**config.mk**
```make
export PLATFORM = sky130hd
export DESIGN_NAME = tdtr_cmd
export DESIGN_NICKNAME = d
export VERILOG_FILES = /design/src/pkg/tdtr_pkg.sv /design/src/pkg/tdtr_cfg_if.sv /design/src/core/tdtr_cfg_bank.sv /design/src/core/tdtr_cmd.sv
export SDC_FILE = /design/constraint.sdc
export NUM_CORES = 1
export LEC_CHECK = 0
export BUFFER_PORTS_ARGS = -buffer_cell sky130_fd_sc_hd__buf_2
export CORE_MARGIN = 1.5
export CORE_UTILIZATION = 60
export CTS_CLUSTER_SIZE = 25
export DETAILED_ROUTE_END_ITERATION = 8
export PLACE_DENSITY = 0.9
export SKIP_CTS_REPAIR_TIMING = 1
export SLEW_MARGIN = 20
export SYNTH_ARGS = -nofsm -noshare
export SYNTH_HDL_FRONTEND = slang
export SYNTH_HIERARCHICAL = 1
export SYNTH_SLANG_ARGS = --single-unit
```
**constraint.sdc**
```tcl
create_clock -name clk -period 4.35 [get_ports clk]
set_input_delay 0.6525 -clock clk [delete_from_list [all_inputs] [get_ports clk]]
set_output_delay 0.6525 -clock clk [all_outputs]
set_load 0.005 [all_outputs]
```
**src/pkg/tdtr_pkg.sv**
```systemverilog
// Constants and types of the trigger and resolution command interpreter
package tdtr_pkg;
  // Register addresses on the command port
  localparam logic [7:0] ADDR_CMD = 8'h00;
  localparam logic [7:0] ADDR_STATUS = 8'h04;
  // Opcode high bytes
  localparam logic [7:0] OP_SET_WIDTH = 8'h10;
  localparam logic [7:0] OP_SET_OFFSET = 8'h11;
  localparam logic [7:0] OP_SET_SEARCH = 8'h12;
  localparam logic [7:0] OP_SET_REJECT = 8'h13;
  localparam logic [7:0] OP_SUB_ON = 8'h14;
  localparam logic [7:0] OP_SUB_OFF = 8'h15;
  localparam logic [7:0] OP_RD_TRIG = 8'h16;
  localparam logic [7:0] OP_SET_EDGE = 8'h22;
  localparam logic [7:0] OP_RD_EDGE = 8'h23;
  localparam logic [7:0] OP_SET_EDGE_RES = 8'h24;
  localparam logic [7:0] OP_SET_PAIR_RES = 8'h25;
  localparam logic [7:0] OP_RD_RES = 8'h26;
  localparam logic [7:0] OP_SET_DEAD = 8'h28;
  localparam logic [7:0] OP_RD_DEAD = 8'h29;
  // Values after reset
  localparam logic [11:0] WIDTH_DEF = 12'h014;
  localparam logic [11:0] OFFSET_DEF = 12'hfd8;
  localparam logic [11:0] SEARCH_DEF = 12'h008;
  localparam logic [11:0] REJECT_DEF = 12'h004;
  localparam logic SUB_DEF = 1'b0;
  localparam logic [1:0] EDGE_DEF = 2'h2;
  localparam logic [1:0] EDGE_RES_DEF = 2'h2;
  localparam logic [2:0] LEAD_RES_DEF = 3'h0;
  localparam logic [3:0] PW_RES_DEF = 4'h0;
  localparam logic [1:0] DEAD_DEF = 2'h0;
  // Codes and counts
  localparam logic [1:0] EDGE_PAIR = 2'h0;
  localparam logic [1:0] EDGE_RES_UNUSED = 2'h3;
  localparam logic [3:0] PW_RES_MAX = 4'hd;
  localparam logic [2:0] TRIG_WORDS = 3'h5;
  localparam logic [2:0] ONE_WORD = 3'h1;
  typedef enum logic [3:0] {
    S_INIT = 4'b0001,
    S_IDLE = 4'b0010,
    S_WAIT_WR = 4'b0100,
    S_WAIT_RD = 4'b1000
  } tdtr_state_t;
  typedef enum logic [2:0] {
    SEL_WIDTH, SEL_OFFSET, SEL_SEARCH, SEL_REJECT,
    SEL_EDGE, SEL_EDGE_RES, SEL_PAIR_RES, SEL_DEAD
  } tdtr_sel_t;
endpackage

```
**src/pkg/tdtr_cfg_if.sv**
```systemverilog
// Interface between the command sequencer and the settings bank
`timescale 1ns/1ps
`default_nettype none
interface tdtr_cfg_if;
  import tdtr_pkg::*;
  logic load_def;
  logic wr_en;
  tdtr_sel_t wr_sel;
  logic [15:0] wr_data;
  logic sub_set;
  logic sub_clr;
  logic [11:0] width;
  logic [11:0] offset;
  logic [11:0] search;
  logic [11:0] reject;
  logic sub_en;
  logic [1:0] edge_mode;
  logic [1:0] edge_res;
  logic [2:0] lead_res;
  logic [3:0] pw_res;
  logic [1:0] dead;
  modport ctrl (output load_def, wr_en, wr_sel, wr_data, sub_set, sub_clr,
    input width, offset, search, reject, sub_en, edge_mode, edge_res, lead_res, pw_res, dead);
  modport bank (input load_def, wr_en, wr_sel, wr_data, sub_set, sub_clr,
    output width, offset, search, reject, sub_en, edge_mode, edge_res, lead_res, pw_res, dead);
endinterface
`default_nettype wire

```
**src/core/tdtr_cfg_bank.sv**
```systemverilog
// Settings bank holding the trigger window, edge and resolution values
`timescale 1ns/1ps
`default_nettype none
module tdtr_cfg_bank (
  input wire logic clk,
  input wire logic reset_n,
  tdtr_cfg_if.bank cfg
);
  import tdtr_pkg::*;
  logic [11:0] width_q, offset_q, search_q, reject_q;
  logic sub_q;
  logic [1:0] edge_q, edge_res_q, dead_q;
  logic [2:0] lead_q;
  logic [3:0] pw_q;
  logic [15:0] w;
  logic res_ok, pw_ok;

  // Field checks on the parameter word
  assign w = cfg.wr_data;
  assign res_ok = w[1:0] != EDGE_RES_UNUSED;
  assign pw_ok = w[11:8] <= PW_RES_MAX;

  // Settings registers, defaults on reset and on load request
  always_ff @(posedge clk or negedge reset_n) begin
    if (!reset_n) begin
      width_q <= WIDTH_DEF;
      offset_q <= OFFSET_DEF;
      search_q <= SEARCH_DEF;
      reject_q <= REJECT_DEF;
      sub_q <= SUB_DEF;
      edge_q <= EDGE_DEF;
      edge_res_q <= EDGE_RES_DEF;
      lead_q <= LEAD_RES_DEF;
      pw_q <= PW_RES_DEF;
      dead_q <= DEAD_DEF;
    end else if (cfg.load_def) begin
      width_q <= WIDTH_DEF;
      offset_q <= OFFSET_DEF;
      search_q <= SEARCH_DEF;
      reject_q <= REJECT_DEF;
      sub_q <= SUB_DEF;
      edge_q <= EDGE_DEF;
      edge_res_q <= EDGE_RES_DEF;
      lead_q <= LEAD_RES_DEF;
      pw_q <= PW_RES_DEF;
      dead_q <= DEAD_DEF;
    end else begin
      if (cfg.sub_set) sub_q <= 1'b1;
      if (cfg.sub_clr) sub_q <= 1'b0;
      if (cfg.wr_en) begin
        unique case (cfg.wr_sel)
          SEL_WIDTH: width_q <= w[11:0];
          SEL_OFFSET: offset_q <= w[11:0];
          SEL_SEARCH: search_q <= w[11:0];
          SEL_REJECT: reject_q <= w[11:0];
          SEL_EDGE: edge_q <= w[1:0];
          SEL_EDGE_RES: if (res_ok) edge_res_q <= w[1:0];
          SEL_PAIR_RES: if (pw_ok) begin
            lead_q <= w[2:0];
            pw_q <= w[11:8];
          end
          SEL_DEAD: dead_q <= w[1:0];
        endcase
      end
    end
  end

  // Settings out to the sequencer and the pins
  assign cfg.width = width_q;
  assign cfg.offset = offset_q;
  assign cfg.search = search_q;
  assign cfg.reject = reject_q;
  assign cfg.sub_en = sub_q;
  assign cfg.edge_mode = edge_q;
  assign cfg.edge_res = edge_res_q;
  assign cfg.lead_res = lead_q;
  assign cfg.pw_res = pw_q;
  assign cfg.dead = dead_q;
endmodule
`default_nettype wire

```
**src/core/tdtr_cmd.sv**
```systemverilog
// Command interpreter for trigger window, edge, resolution and dead time settings
`timescale 1ns/1ps
`default_nettype none
module tdtr_cmd (
  input wire logic clk,
  input wire logic reset_n,
  input wire logic [7:0] addr,
  input wire logic [15:0] wdata,
  input wire logic wr,
  input wire logic rd,
  output logic [15:0] rdata,
  output logic busy,
  output logic [11:0] window_width,
  output logic [11:0] window_offset,
  output logic [11:0] search_margin,
  output logic [11:0] reject_margin,
  output logic trig_sub_en,
  output logic [1:0] edge_mode,
  output logic [1:0] edge_res,
  output logic [2:0] lead_res,
  output logic [3:0] pw_res,
  output logic [1:0] dead_time
);
  import tdtr_pkg::*;

  tdtr_cfg_if cfg ();

  tdtr_state_t state_q, state_d;
  tdtr_sel_t sel_q, sel_d;
  logic [7:0] op_q, op_d;
  logic [2:0] left_q, left_d;
  logic [2:0] idx_q, idx_d;
  logic [15:0] rdata_q, rdata_d;
  logic bad_q, bad_d;

  logic cmd_wr, cmd_rd, st_rd;
  logic [7:0] op_in;
  logic accept;
  logic dec_wr;
  tdtr_sel_t dec_sel;
  logic [2:0] dec_rd_n;
  logic dec_sub_on, dec_sub_off;
  logic dec_bad;
  logic word_wr, word_rd, last_rd;
  logic [15:0] off_ext;
  logic [15:0] trig_word;
  logic [15:0] res_word;
  logic [15:0] rd_word;
  logic [15:0] status_word;

  // Settings bank
  tdtr_cfg_bank u_bank (
    .clk(clk),
    .reset_n(reset_n),
    .cfg(cfg)
  );

  // Address decode on the command port
  assign cmd_wr = wr && (addr == ADDR_CMD);
  assign cmd_rd = rd && (addr == ADDR_CMD);
  assign st_rd = rd && (addr == ADDR_STATUS);
  assign op_in = wdata[15:8];

  // An opcode is taken only in idle, never while a transfer is pending
  assign accept = (state_q == S_IDLE) && cmd_wr;

  // Opcodes that carry one parameter word
  assign dec_wr = (op_in == OP_SET_WIDTH) || (op_in == OP_SET_OFFSET) ||
                  (op_in == OP_SET_SEARCH) || (op_in == OP_SET_REJECT) ||
                  (op_in == OP_SET_EDGE) || (op_in == OP_SET_EDGE_RES) ||
                  (op_in == OP_SET_PAIR_RES) || (op_in == OP_SET_DEAD);

  // Target setting of a parameter opcode
  assign dec_sel = (op_in == OP_SET_OFFSET) ? SEL_OFFSET :
                   (op_in == OP_SET_SEARCH) ? SEL_SEARCH :
                   (op_in == OP_SET_REJECT) ? SEL_REJECT :
                   (op_in == OP_SET_EDGE) ? SEL_EDGE :
                   (op_in == OP_SET_EDGE_RES) ? SEL_EDGE_RES :
                   (op_in == OP_SET_PAIR_RES) ? SEL_PAIR_RES :
                   (op_in == OP_SET_DEAD) ? SEL_DEAD : SEL_WIDTH;

  // Number of words a read opcode returns
  assign dec_rd_n = (op_in == OP_RD_TRIG) ? TRIG_WORDS :
                    ((op_in == OP_RD_EDGE) || (op_in == OP_RD_RES) ||
                     (op_in == OP_RD_DEAD)) ? ONE_WORD : 3'h0;

  // Opcodes acting at once
  assign dec_sub_on = op_in == OP_SUB_ON;
  assign dec_sub_off = op_in == OP_SUB_OFF;
  assign dec_bad = !dec_wr && (dec_rd_n == 3'h0) && !dec_sub_on && !dec_sub_off;

  // Transfers at the command location during a wait
  assign word_wr = (state_q == S_WAIT_WR) && cmd_wr;
  assign word_rd = (state_q == S_WAIT_RD) && cmd_rd;
  assign last_rd = word_rd && (left_q == ONE_WORD);

  // Sequencer next state
  always_comb begin
    state_d = state_q;
    sel_d = sel_q;
    op_d = op_q;
    left_d = left_q;
    idx_d = idx_q;
    unique case (state_q)
      S_INIT: begin
        state_d = S_IDLE;
      end
      S_IDLE: begin
        if (accept) begin
          op_d = op_in;
          if (dec_wr) begin
            state_d = S_WAIT_WR;
            sel_d = dec_sel;
          end else if (dec_rd_n != 3'h0) begin
            state_d = S_WAIT_RD;
            left_d = dec_rd_n;
            idx_d = 3'h0;
          end
        end
      end
      S_WAIT_WR: begin
        if (word_wr) begin
          state_d = S_IDLE;
        end
      end
      S_WAIT_RD: begin
        if (word_rd) begin
          left_d = left_q - 3'h1;
          idx_d = idx_q + 3'h1;
          if (last_rd) begin
            state_d = S_IDLE;
          end
        end
      end
      default: begin
        state_d = S_INIT;
      end
    endcase
  end

  // Requests to the settings bank
  assign cfg.load_def = state_q == S_INIT;
  assign cfg.wr_en = word_wr;
  assign cfg.wr_sel = sel_q;
  assign cfg.wr_data = wdata;
  assign cfg.sub_set = accept && dec_sub_on;
  assign cfg.sub_clr = accept && dec_sub_off;

  // Trigger configuration words, offset read back sign-extended
  assign off_ext = {{4{cfg.offset[11]}}, cfg.offset};
  assign trig_word = (idx_q == 3'h0) ? {4'h0, cfg.width} :
                     (idx_q == 3'h1) ? off_ext :
                     (idx_q == 3'h2) ? {4'h0, cfg.search} :
                     (idx_q == 3'h3) ? {4'h0, cfg.reject} :
                     {15'h0000, cfg.sub_en};

  // Resolution word depends on the edge detection mode
  assign res_word = (cfg.edge_mode == EDGE_PAIR) ?
                    {4'h0, cfg.pw_res, 5'h00, cfg.lead_res} :
                    {14'h0000, cfg.edge_res};

  // Word returned for the pending read opcode
  assign rd_word = (op_q == OP_RD_TRIG) ? trig_word :
                   (op_q == OP_RD_EDGE) ? {14'h0000, cfg.edge_mode} :
                   (op_q == OP_RD_RES) ? res_word :
                   {14'h0000, cfg.dead};

  // Status word: last opcode, unknown opcode flag, words left, wait flags
  assign status_word = {op_q, 1'b0, bad_q, left_q, state_q == S_WAIT_RD,
                        state_q == S_WAIT_WR, state_q != S_IDLE};

  // Read data for the cycle after a read strobe, zero elsewhere
  assign rdata_d = word_rd ? rd_word :
                   st_rd ? status_word : 16'h0000;

  // Unknown opcode flag, a new hit beats the clear by a status read
  assign bad_d = (accept && dec_bad) ? 1'b1 :
                 st_rd ? 1'b0 : bad_q;

  // Sequencer registers
  always_ff @(posedge clk or negedge reset_n) begin
    if (!reset_n) begin
      state_q <= S_INIT;
      sel_q <= SEL_WIDTH;
      op_q <= 8'h00;
      left_q <= 3'h0;
      idx_q <= 3'h0;
    end else begin
      state_q <= state_d;
      sel_q <= sel_d;
      op_q <= op_d;
      left_q <= left_d;
      idx_q <= idx_d;
    end
  end

  // Read data and flag registers
  always_ff @(posedge clk or negedge reset_n) begin
    if (!reset_n) begin
      rdata_q <= 16'h0000;
      bad_q <= 1'b0;
    end else begin
      rdata_q <= rdata_d;
      bad_q <= bad_d;
    end
  end

  // Outputs
  assign rdata = rdata_q;
  assign busy = state_q != S_IDLE;
  assign window_width = cfg.width;
  assign window_offset = cfg.offset;
  assign search_margin = cfg.search;
  assign reject_margin = cfg.reject;
  assign trig_sub_en = cfg.sub_en;
  assign edge_mode = cfg.edge_mode;
  assign edge_res = cfg.edge_res;
  assign lead_res = cfg.lead_res;
  assign pw_res = cfg.pw_res;
  assign dead_time = cfg.dead;
endmodule
`default_nettype wire

```
Word level (Yosys, flattened, before mapping)
Index checks and enable logic that the tools add are counted.
Cells by class
  divide/modulo/power cells: 0
  reduce and logical (&&, ||, !) cells: 57
  bitwise operators: 0
  shift operators: 0
  add/subtract/negate cells: 2
  multiply operators: 0
  equal/unequal tests: 42
  multiplexer cells: 71
  magnitude comparators: 1
Operator list (number)
  $mux W12: 17
  $mux W16: 5
  $eq A8 B6 Y1 const B: 9
  $eq A8 B5 Y1 const B: 8
  $mux W3: 20
  $mux W4: 10
  $reduce_bool A2 Y1: 13
  $mux W2: 10
  $pmux W4 S4: 1
  $reduce_and A2 Y1: 7
  $logic_and A1 B1 Y1: 13
  $eq A3 B2 Y1 const B: 4
  $eq A3 B3 Y1 const B: 4
  $ne A2 B2 Y1 const B: 6
  $pmux W3 S2: 2
  $reduce_and A5 Y1: 2
  $eq A3 B1 Y1 const B: 3
  $logic_not A3 Y1: 3
  $logic_or A1 B1 Y1: 9
  $reduce_and A3 Y1: 3
  $eq A8 B3 Y1 const B: 1
  $logic_not A8 Y1: 1
  $mux W1: 6
  $reduce_bool A3 Y1: 2
  other kinds (12): 14
Storage, ports and cells
  logic and storage cells: 190
  output and inout port bits: 79
  bits in writable memories: 0
  memories kept: 0
  input port bits: 28
  bits in read-only memories: 0
  bits in latches: 0
  register bits: 100

Depth between registers and ports, before layout
  word-level depth: 14
  mapped depth: 9
  gate-level depth less buffers: 7

By module
The synthesis kept the hierarchy.
Modules (own cells, without submodules)
  tdtr_cfg_bank: times used 1, sequential area each 1569.0 µm², area an instance 2710.1 µm², cells an instance 264
  tdtr_cmd: times used 1, sequential area each 952.2 µm², area an instance 2580.0 µm², cells an instance 278

Least setup slack after synthesis
No wires, ideal clock.
  path kind: in2reg
  start: input addr[7]
  end: register u_bank.width_q[10] (netlist: u_bank/cfg.width[10])
  arrival time: 2.262 ns
  path buffers: 2
  library setup time: 0.136 ns
  cell stages on the path: 8
  required time: 4.214 ns
  setup slack: 1.952 ns
  path through: nor4_2 nand3_1 nor2_1 buf_2 or4b_4 buf_6 nand2_1 a21oi_1
On the way
  word-level cells in the longest chain between the ends: 5
Ends and longest elaborated chain
  start: declaration: RTL line tdtr_cmd.sv:7  | input wire logic [7:0] addr,
  $logic_not A8 Y1: RTL line tdtr_cmd.sv:59  | assign cmd_wr = wr && (addr == ADDR_CMD);
  $logic_and A1 B1 Y1: RTL line tdtr_cmd.sv:59
  $logic_and A1 B1 Y1: RTL line tdtr_cmd.sv:93  | assign word_wr = (state_q == S_WAIT_WR) && cmd_wr;
  net cfg.wr_en: RTL line tdtr_cfg_if.sv:7  | logic wr_en;
  $reduce_bool A2 Y1 (no source line)
  $reduce_and A2 Y1 (no source line)
  end signal: assignment: RTL line tdtr_cfg_bank.sv:52  | SEL_WIDTH: width_q <= w[11:0];
  end: declaration: RTL line tdtr_cfg_bank.sv:10  | logic [11:0] width_q, offset_q, search_q, reject_q;
The timed path passes the listed nets, and every way through them passes these cells.
A chain may end at the register's enable or synchronous reset.

Worst setup path in the final report
  start: input addr[7]
  end: register u_bank.reject_q[1] (netlist: u_bank/cfg.reject[1])
On the way
  word-level cells in the longest chain between the ends: 5
Ends and longest elaborated chain
  $logic_not A8 Y1: RTL line tdtr_cmd.sv:59
  $logic_and A1 B1 Y1: RTL line tdtr_cmd.sv:59
  $logic_and A1 B1 Y1: RTL line tdtr_cmd.sv:93
  net cfg.wr_en: RTL line tdtr_cfg_if.sv:7
  $reduce_bool A2 Y1 (no source line)
  $reduce_and A2 Y1 (no source line)
  end signal: assignment: RTL line tdtr_cfg_bank.sv:55  | SEL_REJECT: reject_q <= w[11:0];
  end: declaration: RTL line tdtr_cfg_bank.sv:10
The timed path passes the listed nets, and every way through them passes these cells.

==> flow_summary.html <==
<table>
<tr><th>Metric</th><th>Value</th></tr>
<tr><th colspan="2">Run status</th></tr>
<tr><td>Status</td><td>finished, final reports clean</td></tr>
<tr><th colspan="2">GRT</th></tr>
<tr><td>First-pass GRT wire length</td><td>23500 um</td></tr>
<tr><td>Maximum number of pins on one net before global-route repair</td><td>76</td></tr>
<tr><td>Overall track demand over capacity in global routing</td><td>31.6%</td></tr>
<tr><td>Number of global-route vias before repair</td><td>~4.6k</td></tr>
<tr><td>Initial antenna violation count</td><td>0</td></tr>
<tr><td>Global-route congestion overflow total</td><td>0</td></tr>
<tr><th colspan="2">Critical path</th></tr>
<tr><td>Crit start category</td><td>input port</td></tr>
<tr><td>Flop2flop setup slack</td><td>between 1.5 and 2 ns</td></tr>
<tr><td>Cell family contributing the most delay on the critical path</td><td>simple AND/OR/NAND/NOR gates</td></tr>
<tr><td>Arrival time at the worst endpoint</td><td>a little over 3 ns</td></tr>
<tr><td>Slowest library cell on the worst path</td><td>nand4b_1</td></tr>
<tr><td>Worst flop-to-flop path endpoint</td><td>rdata[7]$_DFF_PN0_</td></tr>
<tr><td>Worst Path Class, Setup</td><td>input port to register</td></tr>
<tr><td>Worst-case reg-to-reg path depth</td><td>6</td></tr>
<tr><td>Timing startpoint of the critical path</td><td>addr[7]</td></tr>
<tr><td>Kind of end point of the critical path</td><td>register</td></tr>
<tr><td>Largest fanout on the critical path</td><td>12</td></tr>
<tr><td>Required time of the critical path</td><td>4.57 ns</td></tr>
<tr><td>Crit-path cells</td><td>buf_2 &gt; nor4_2 &gt; nand3_1 &gt; nor2_1 &gt; nand4b_1 &gt; nand2_1 &gt; a21oi_1</td></tr>
<tr><td>Launch point of the worst reg-to-reg path</td><td>idx_q[1]$_DFFE_PN0P_</td></tr>
<tr><td>Critical path buffer and inverter count</td><td>1</td></tr>
<tr><td>Delay of the slowest critical-path stage</td><td>roughly 0.65 ns</td></tr>
<tr><th colspan="2">Clock network</th></tr>
<tr><td>Clock insertion delay at the later pin of the skew report</td><td>between 0.3 and 0.4 ns</td></tr>
<tr><td>Clk pin slew, worst setup/hold paths</td><td>about 0.090 ns</td></tr>
<tr><td>Total number of clock tree sinks</td><td>100</td></tr>
<tr><td>Cts bufs inserted</td><td>9</td></tr>
<tr><td>CTS tree</td><td>yes</td></tr>
<tr><td>Depth of the CTS H-tree</td><td>3</td></tr>
<tr><td>Maximum number of buffers from clock root to sink</td><td>2</td></tr>
<tr><td>Clock tree root driver cell</td><td>clkbuf_8</td></tr>
<tr><th colspan="2">Placed design</th></tr>
<tr><td>Setup Slack @ Placement</td><td>between 1 and 1.5 ns</td></tr>
<tr><td>Total placed instance area</td><td>around 0.0058 mm^2</td></tr>
<tr><td>Total of buffers placed on input and output ports</td><td>between 100 and 150</td></tr>
<tr><td>Routability-driven placement congestion ratio</td><td>about 0.97</td></tr>
<tr><td>Post-DP HPWL</td><td>a little over 10000 um</td></tr>
<tr><th colspan="2">Route</th></tr>
<tr><td>Initial DRC Count</td><td>approximately 530</td></tr>
<tr><td>Routed vias/inst</td><td>6.35</td></tr>
<tr><td>Detailed Routing Iterations Pass 1</td><td>5</td></tr>
<tr><td>Avg WL per Cell</td><td>about 20 um</td></tr>
<tr><td>Via Count</td><td>4729</td></tr>
<tr><td>Detail Route Antenna Nets</td><td>0</td></tr>
<tr><td>Post-Route WL</td><td>14600 um</td></tr>
<tr><td>Final routed DRC violation total</td><td>0</td></tr>
<tr><th colspan="2">Logic synthesis</th></tr>
<tr><td>Warnings, synthesis</td><td>6</td></tr>
<tr><td>Top_reg_cell synth</td><td>dfrtp_1</td></tr>
<tr><td>Share of synthesized area occupied by flip-flops and latches</td><td>a little under half</td></tr>
<tr><td>Post-synthesis register bit count</td><td>100</td></tr>
<tr><td>Number of synthesized flops with an enable pin</td><td>0</td></tr>
<tr><td>Mux cell area share after synthesis</td><td>5.01%</td></tr>
<tr><td>Synthesized netlist cell count</td><td>542</td></tr>
<tr><td>Area contributors post-synth</td><td>dfrtp_1 (40%), dfstp_2 (7.5%), nand2_1 (6.9%)</td></tr>
<tr><td>Share of synthesized flip-flops with an asynchronous set or reset</td><td>between 90% and 100%</td></tr>
<tr><td>Share of synthesized cell area in and, or, nand and nor gates</td><td>a little under a quarter</td></tr>
<tr><td>Xor/xnor share of the synthesized area</td><td>less than 1%</td></tr>
<tr><td>Cell type contributing the most total cell area after synthesis</td><td>dfrtp_1</td></tr>
<tr><td>Count of unique library cells instantiated by Yosys</td><td>75</td></tr>
<tr><td>Net count after synthesis</td><td>a little under 600</td></tr>
<tr><td>Compound-Gate Fraction of Synth Area</td><td>18.2%</td></tr>
<tr><td>Post-synthesis instance area</td><td>0.00529 mm^2</td></tr>
<tr><td>Largest family of logic cells by synthesized area</td><td>simple AND/OR/NAND/NOR gates</td></tr>
<tr><td>Portion of synthesized cell area occupied by the leading cell type</td><td>about 40%</td></tr>
<tr><td>Post-synthesis adder-cell area fraction</td><td>about 1.7%</td></tr>
<tr><td>Post-Synthesis Mean Instance Area</td><td>9.76 um^2</td></tr>
<tr><th colspan="2">Floorplanning</th></tr>
<tr><td>Floorplan die width</td><td>between 90 and 100 um</td></tr>
<tr><td>Core region area</td><td>about 0.0086 mm^2</td></tr>
<tr><td>Starting utilization of the core area</td><td>61.3%</td></tr>
<tr><td>Top-Level Pins</td><td>roughly 110</td></tr>
<tr><td>Die Y</td><td>a little under 100 um</td></tr>
<tr><td>Area enclosed by the die boundary</td><td>0.00939 mm^2</td></tr>
<tr><td>Total number of placement rows</td><td>34</td></tr>
<tr><th colspan="2">STA</th></tr>
<tr><td>RSZ-0062 raised after global routing</td><td>false</td></tr>
<tr><td>Fmax achieved</td><td>356 MHz</td></tr>
<tr><td>Worst clock skew on the final layout</td><td>0.00940 ns</td></tr>
<tr><td>Min Tclk post-route</td><td>between 2 and 3 ns</td></tr>
<tr><td>Slew Viols, Final</td><td>0</td></tr>
<tr><td>Count of endpoints failing hold in the final timing report</td><td>0</td></tr>
<tr><td>Fraction of the cycle the final worst path needs</td><td>64.5%</td></tr>
<tr><td>Accumulated negative setup slack</td><td>0 ns</td></tr>
<tr><td>Final setup margin</td><td>roughly 1.5 ns</td></tr>
<tr><td>Slew at the pin closest to its max-slew limit</td><td>between 0.9 and 1 ns</td></tr>
<tr><td>Max-Slew Margin vs Limit</td><td>between 30% and 40%</td></tr>
<tr><td>Number of failing setup endpoints in the final timing report</td><td>0</td></tr>
<tr><th colspan="2">Worst hold path</th></tr>
<tr><td>Worst min path class</td><td>input port to asynchronous set/reset pin</td></tr>
<tr><th colspan="2">Power and ir drop</th></tr>
<tr><td>IR Drop Worst-Case VDD</td><td>between 0.2 and 0.25 mV</td></tr>
<tr><td>Power density relative to cell area</td><td>approximately 310 mW/mm^2</td></tr>
<tr><td>Cell leakage power</td><td>~2.7 nW</td></tr>
<tr><th colspan="2">Finish</th></tr>
<tr><td>Leading cell type in the layout, fill and taps excluded</td><td>buf_2</td></tr>
<tr><td>Final core occ</td><td>between 60% and 70%</td></tr>
<tr><td>Finished Cell Area</td><td>between 0.006 and 0.007 mm^2</td></tr>
<tr><td>Ant diodes</td><td>0</td></tr>
<tr><td>Fin nets</td><td>roughly 670</td></tr>
<tr><td>Layout cells sized above 1</td><td>between 20% and 30%</td></tr>
<tr><td>Layout-stage area growth over the synthesis result</td><td>14.1%</td></tr>
<tr><td>Most frequent cells in the layout</td><td>buf_2 (105), nand2_1 (97), dfrtp_1 (85)</td></tr>
<tr><th colspan="2">Run</th></tr>
<tr><td>Count of maximum capacitance violations</td><td>0</td></tr>
</table>
-- synthesized netlist by cell type (3+ instances only) --
| library cell | instances |
|---|---|
| a211o_1 | 9 |
| a21o_1 | 5 |
| a21oi_1 | 45 |
| a221oi_1 | 6 |
| a22oi_1 | 9 |
| a32o_1 | 3 |
| and2_1 | 3 |
| and3_1 | 4 |
| and4bb_2 | 3 |
| buf_2 | 9 |
| clkbuf_1 | 16 |
| dfrtp_1 | 85 |
| dfstp_2 | 15 |
| ha_1 | 7 |
| inv_1 | 14 |
| mux2_2 | 8 |
| mux2i_1 | 16 |
| nand2_1 | 97 |
| nand2b_1 | 21 |
| nand3_1 | 3 |
| nand3b_1 | 5 |
| nand4b_1 | 3 |
| nor2_1 | 31 |
| nor2b_1 | 15 |
| nor3_1 | 7 |
| nor4b_1 | 3 |
| nor4b_2 | 3 |
| o211ai_1 | 3 |
| o21ai_0 | 17 |
| o21ai_1 | 9 |
| o221ai_1 | 3 |
| o22ai_1 | 3 |
| o2bb2ai_1 | 8 |
| or3_1 | 3 |
-- cell families (layout without fill, tap and decap cells) --
family / after synthesis / in the layout
xor gates and xnor gates: 4 / 4
DFF: 100 / 100
buffers and inverters: 45 / 140
and+or+nand+nor: 222 / 222
AOI/OAI and AO/OA: 139 / 139
muxes: 25 / 25
adders and majority gates: 7 / 7
-- registers in the layout, summed over array words and instances (netlist names), 3 cells and up --
| signal | count |
|---|---|
| rdata | 16 |
| u_bank/cfg.offset | 12 |
| u_bank/cfg.reject | 12 |
| u_bank/cfg.search | 12 |
| u_bank/cfg.width | 12 |
| op_q | 8 |
| state_q | 4 |
| u_bank/cfg.pw_res | 4 |
| cfg.wr_sel | 3 |
| idx_q | 3 |
| left_q | 3 |
| u_bank/cfg.lead_res | 3 |
-- cell type report --
| cell class | instances | area (um^2) |
|---|---|---|
| Fill cell | 650 | 2600 |
| Multi-Input combinational cell | 397 | 2580 |
| Sequential cell | 100 | 2520 |
| Timing Repair Buffer | 109 | 556 |
| Clock buffer | 14 | 153 |
| Tap cell | 108 | 135 |
| Inverter | 15 | 56.3 |
| Clock inverter | 2 | 35.0 |
-- through the flow --
step	power, mW	hold WS, ns	instances
global placement	1.28	0.471	729
global route	1.95	0.490	745
floorplan	1.19	0.357	542
finish	1.87	0.405	745
detailed placement	1.29	0.493	729
CTS	1.88	0.457	745
-- worst max-delay path by stage --
| stage | cells after the start | slack, ns | endpoint |
|---|---|---|---|
| after floorplan | 8 | 1.95 | u_bank/cfg.width[10]$_DFFE_PN0P_ |
| after global placement | 7 | 1.31 | u_bank/cfg.width[9]$_DFFE_PN0P_ |
| after detailed placement | 7 | 1.13 | u_bank/cfg.width[1]$_DFFE_PN0P_ |
| after CTS | 7 | 1.52 | u_bank/cfg.width[1]$_DFFE_PN0P_ |
| after global routing | 7 | 1.35 | u_bank/cfg.search[6]$_DFFE_PN0P_ |
| final | 7 | 1.54 | u_bank/cfg.reject[1]$_DFFE_PN0P_ |
-- routing by layer --
| layer | track usage, % | part of all wire (%) | routed length, um | vias to the layer above |
|---|---|---|---|---|
| met1 | 42.6 | 39 | 5770 | 2283 |
| met5 | 0 | 0 | 0 | - |
| li1 | - | - | - | 2111 |
| met4 | 12.5 | 3.4 | 497 | 0 |
| met2 | 50.9 | 47 | 6950 | 289 |
| met3 | 5.92 | 9.7 | 1420 | 46 |
-- where the power goes --
part / switching, mW / internal, mW
combinational: 0.210 / 0.104
sequential: 0.0208 / 0.946
clock: 0.308 / 0.283
total: 0.539 / 1.33
Note: power is estimated with default switching activity, not from simulation.
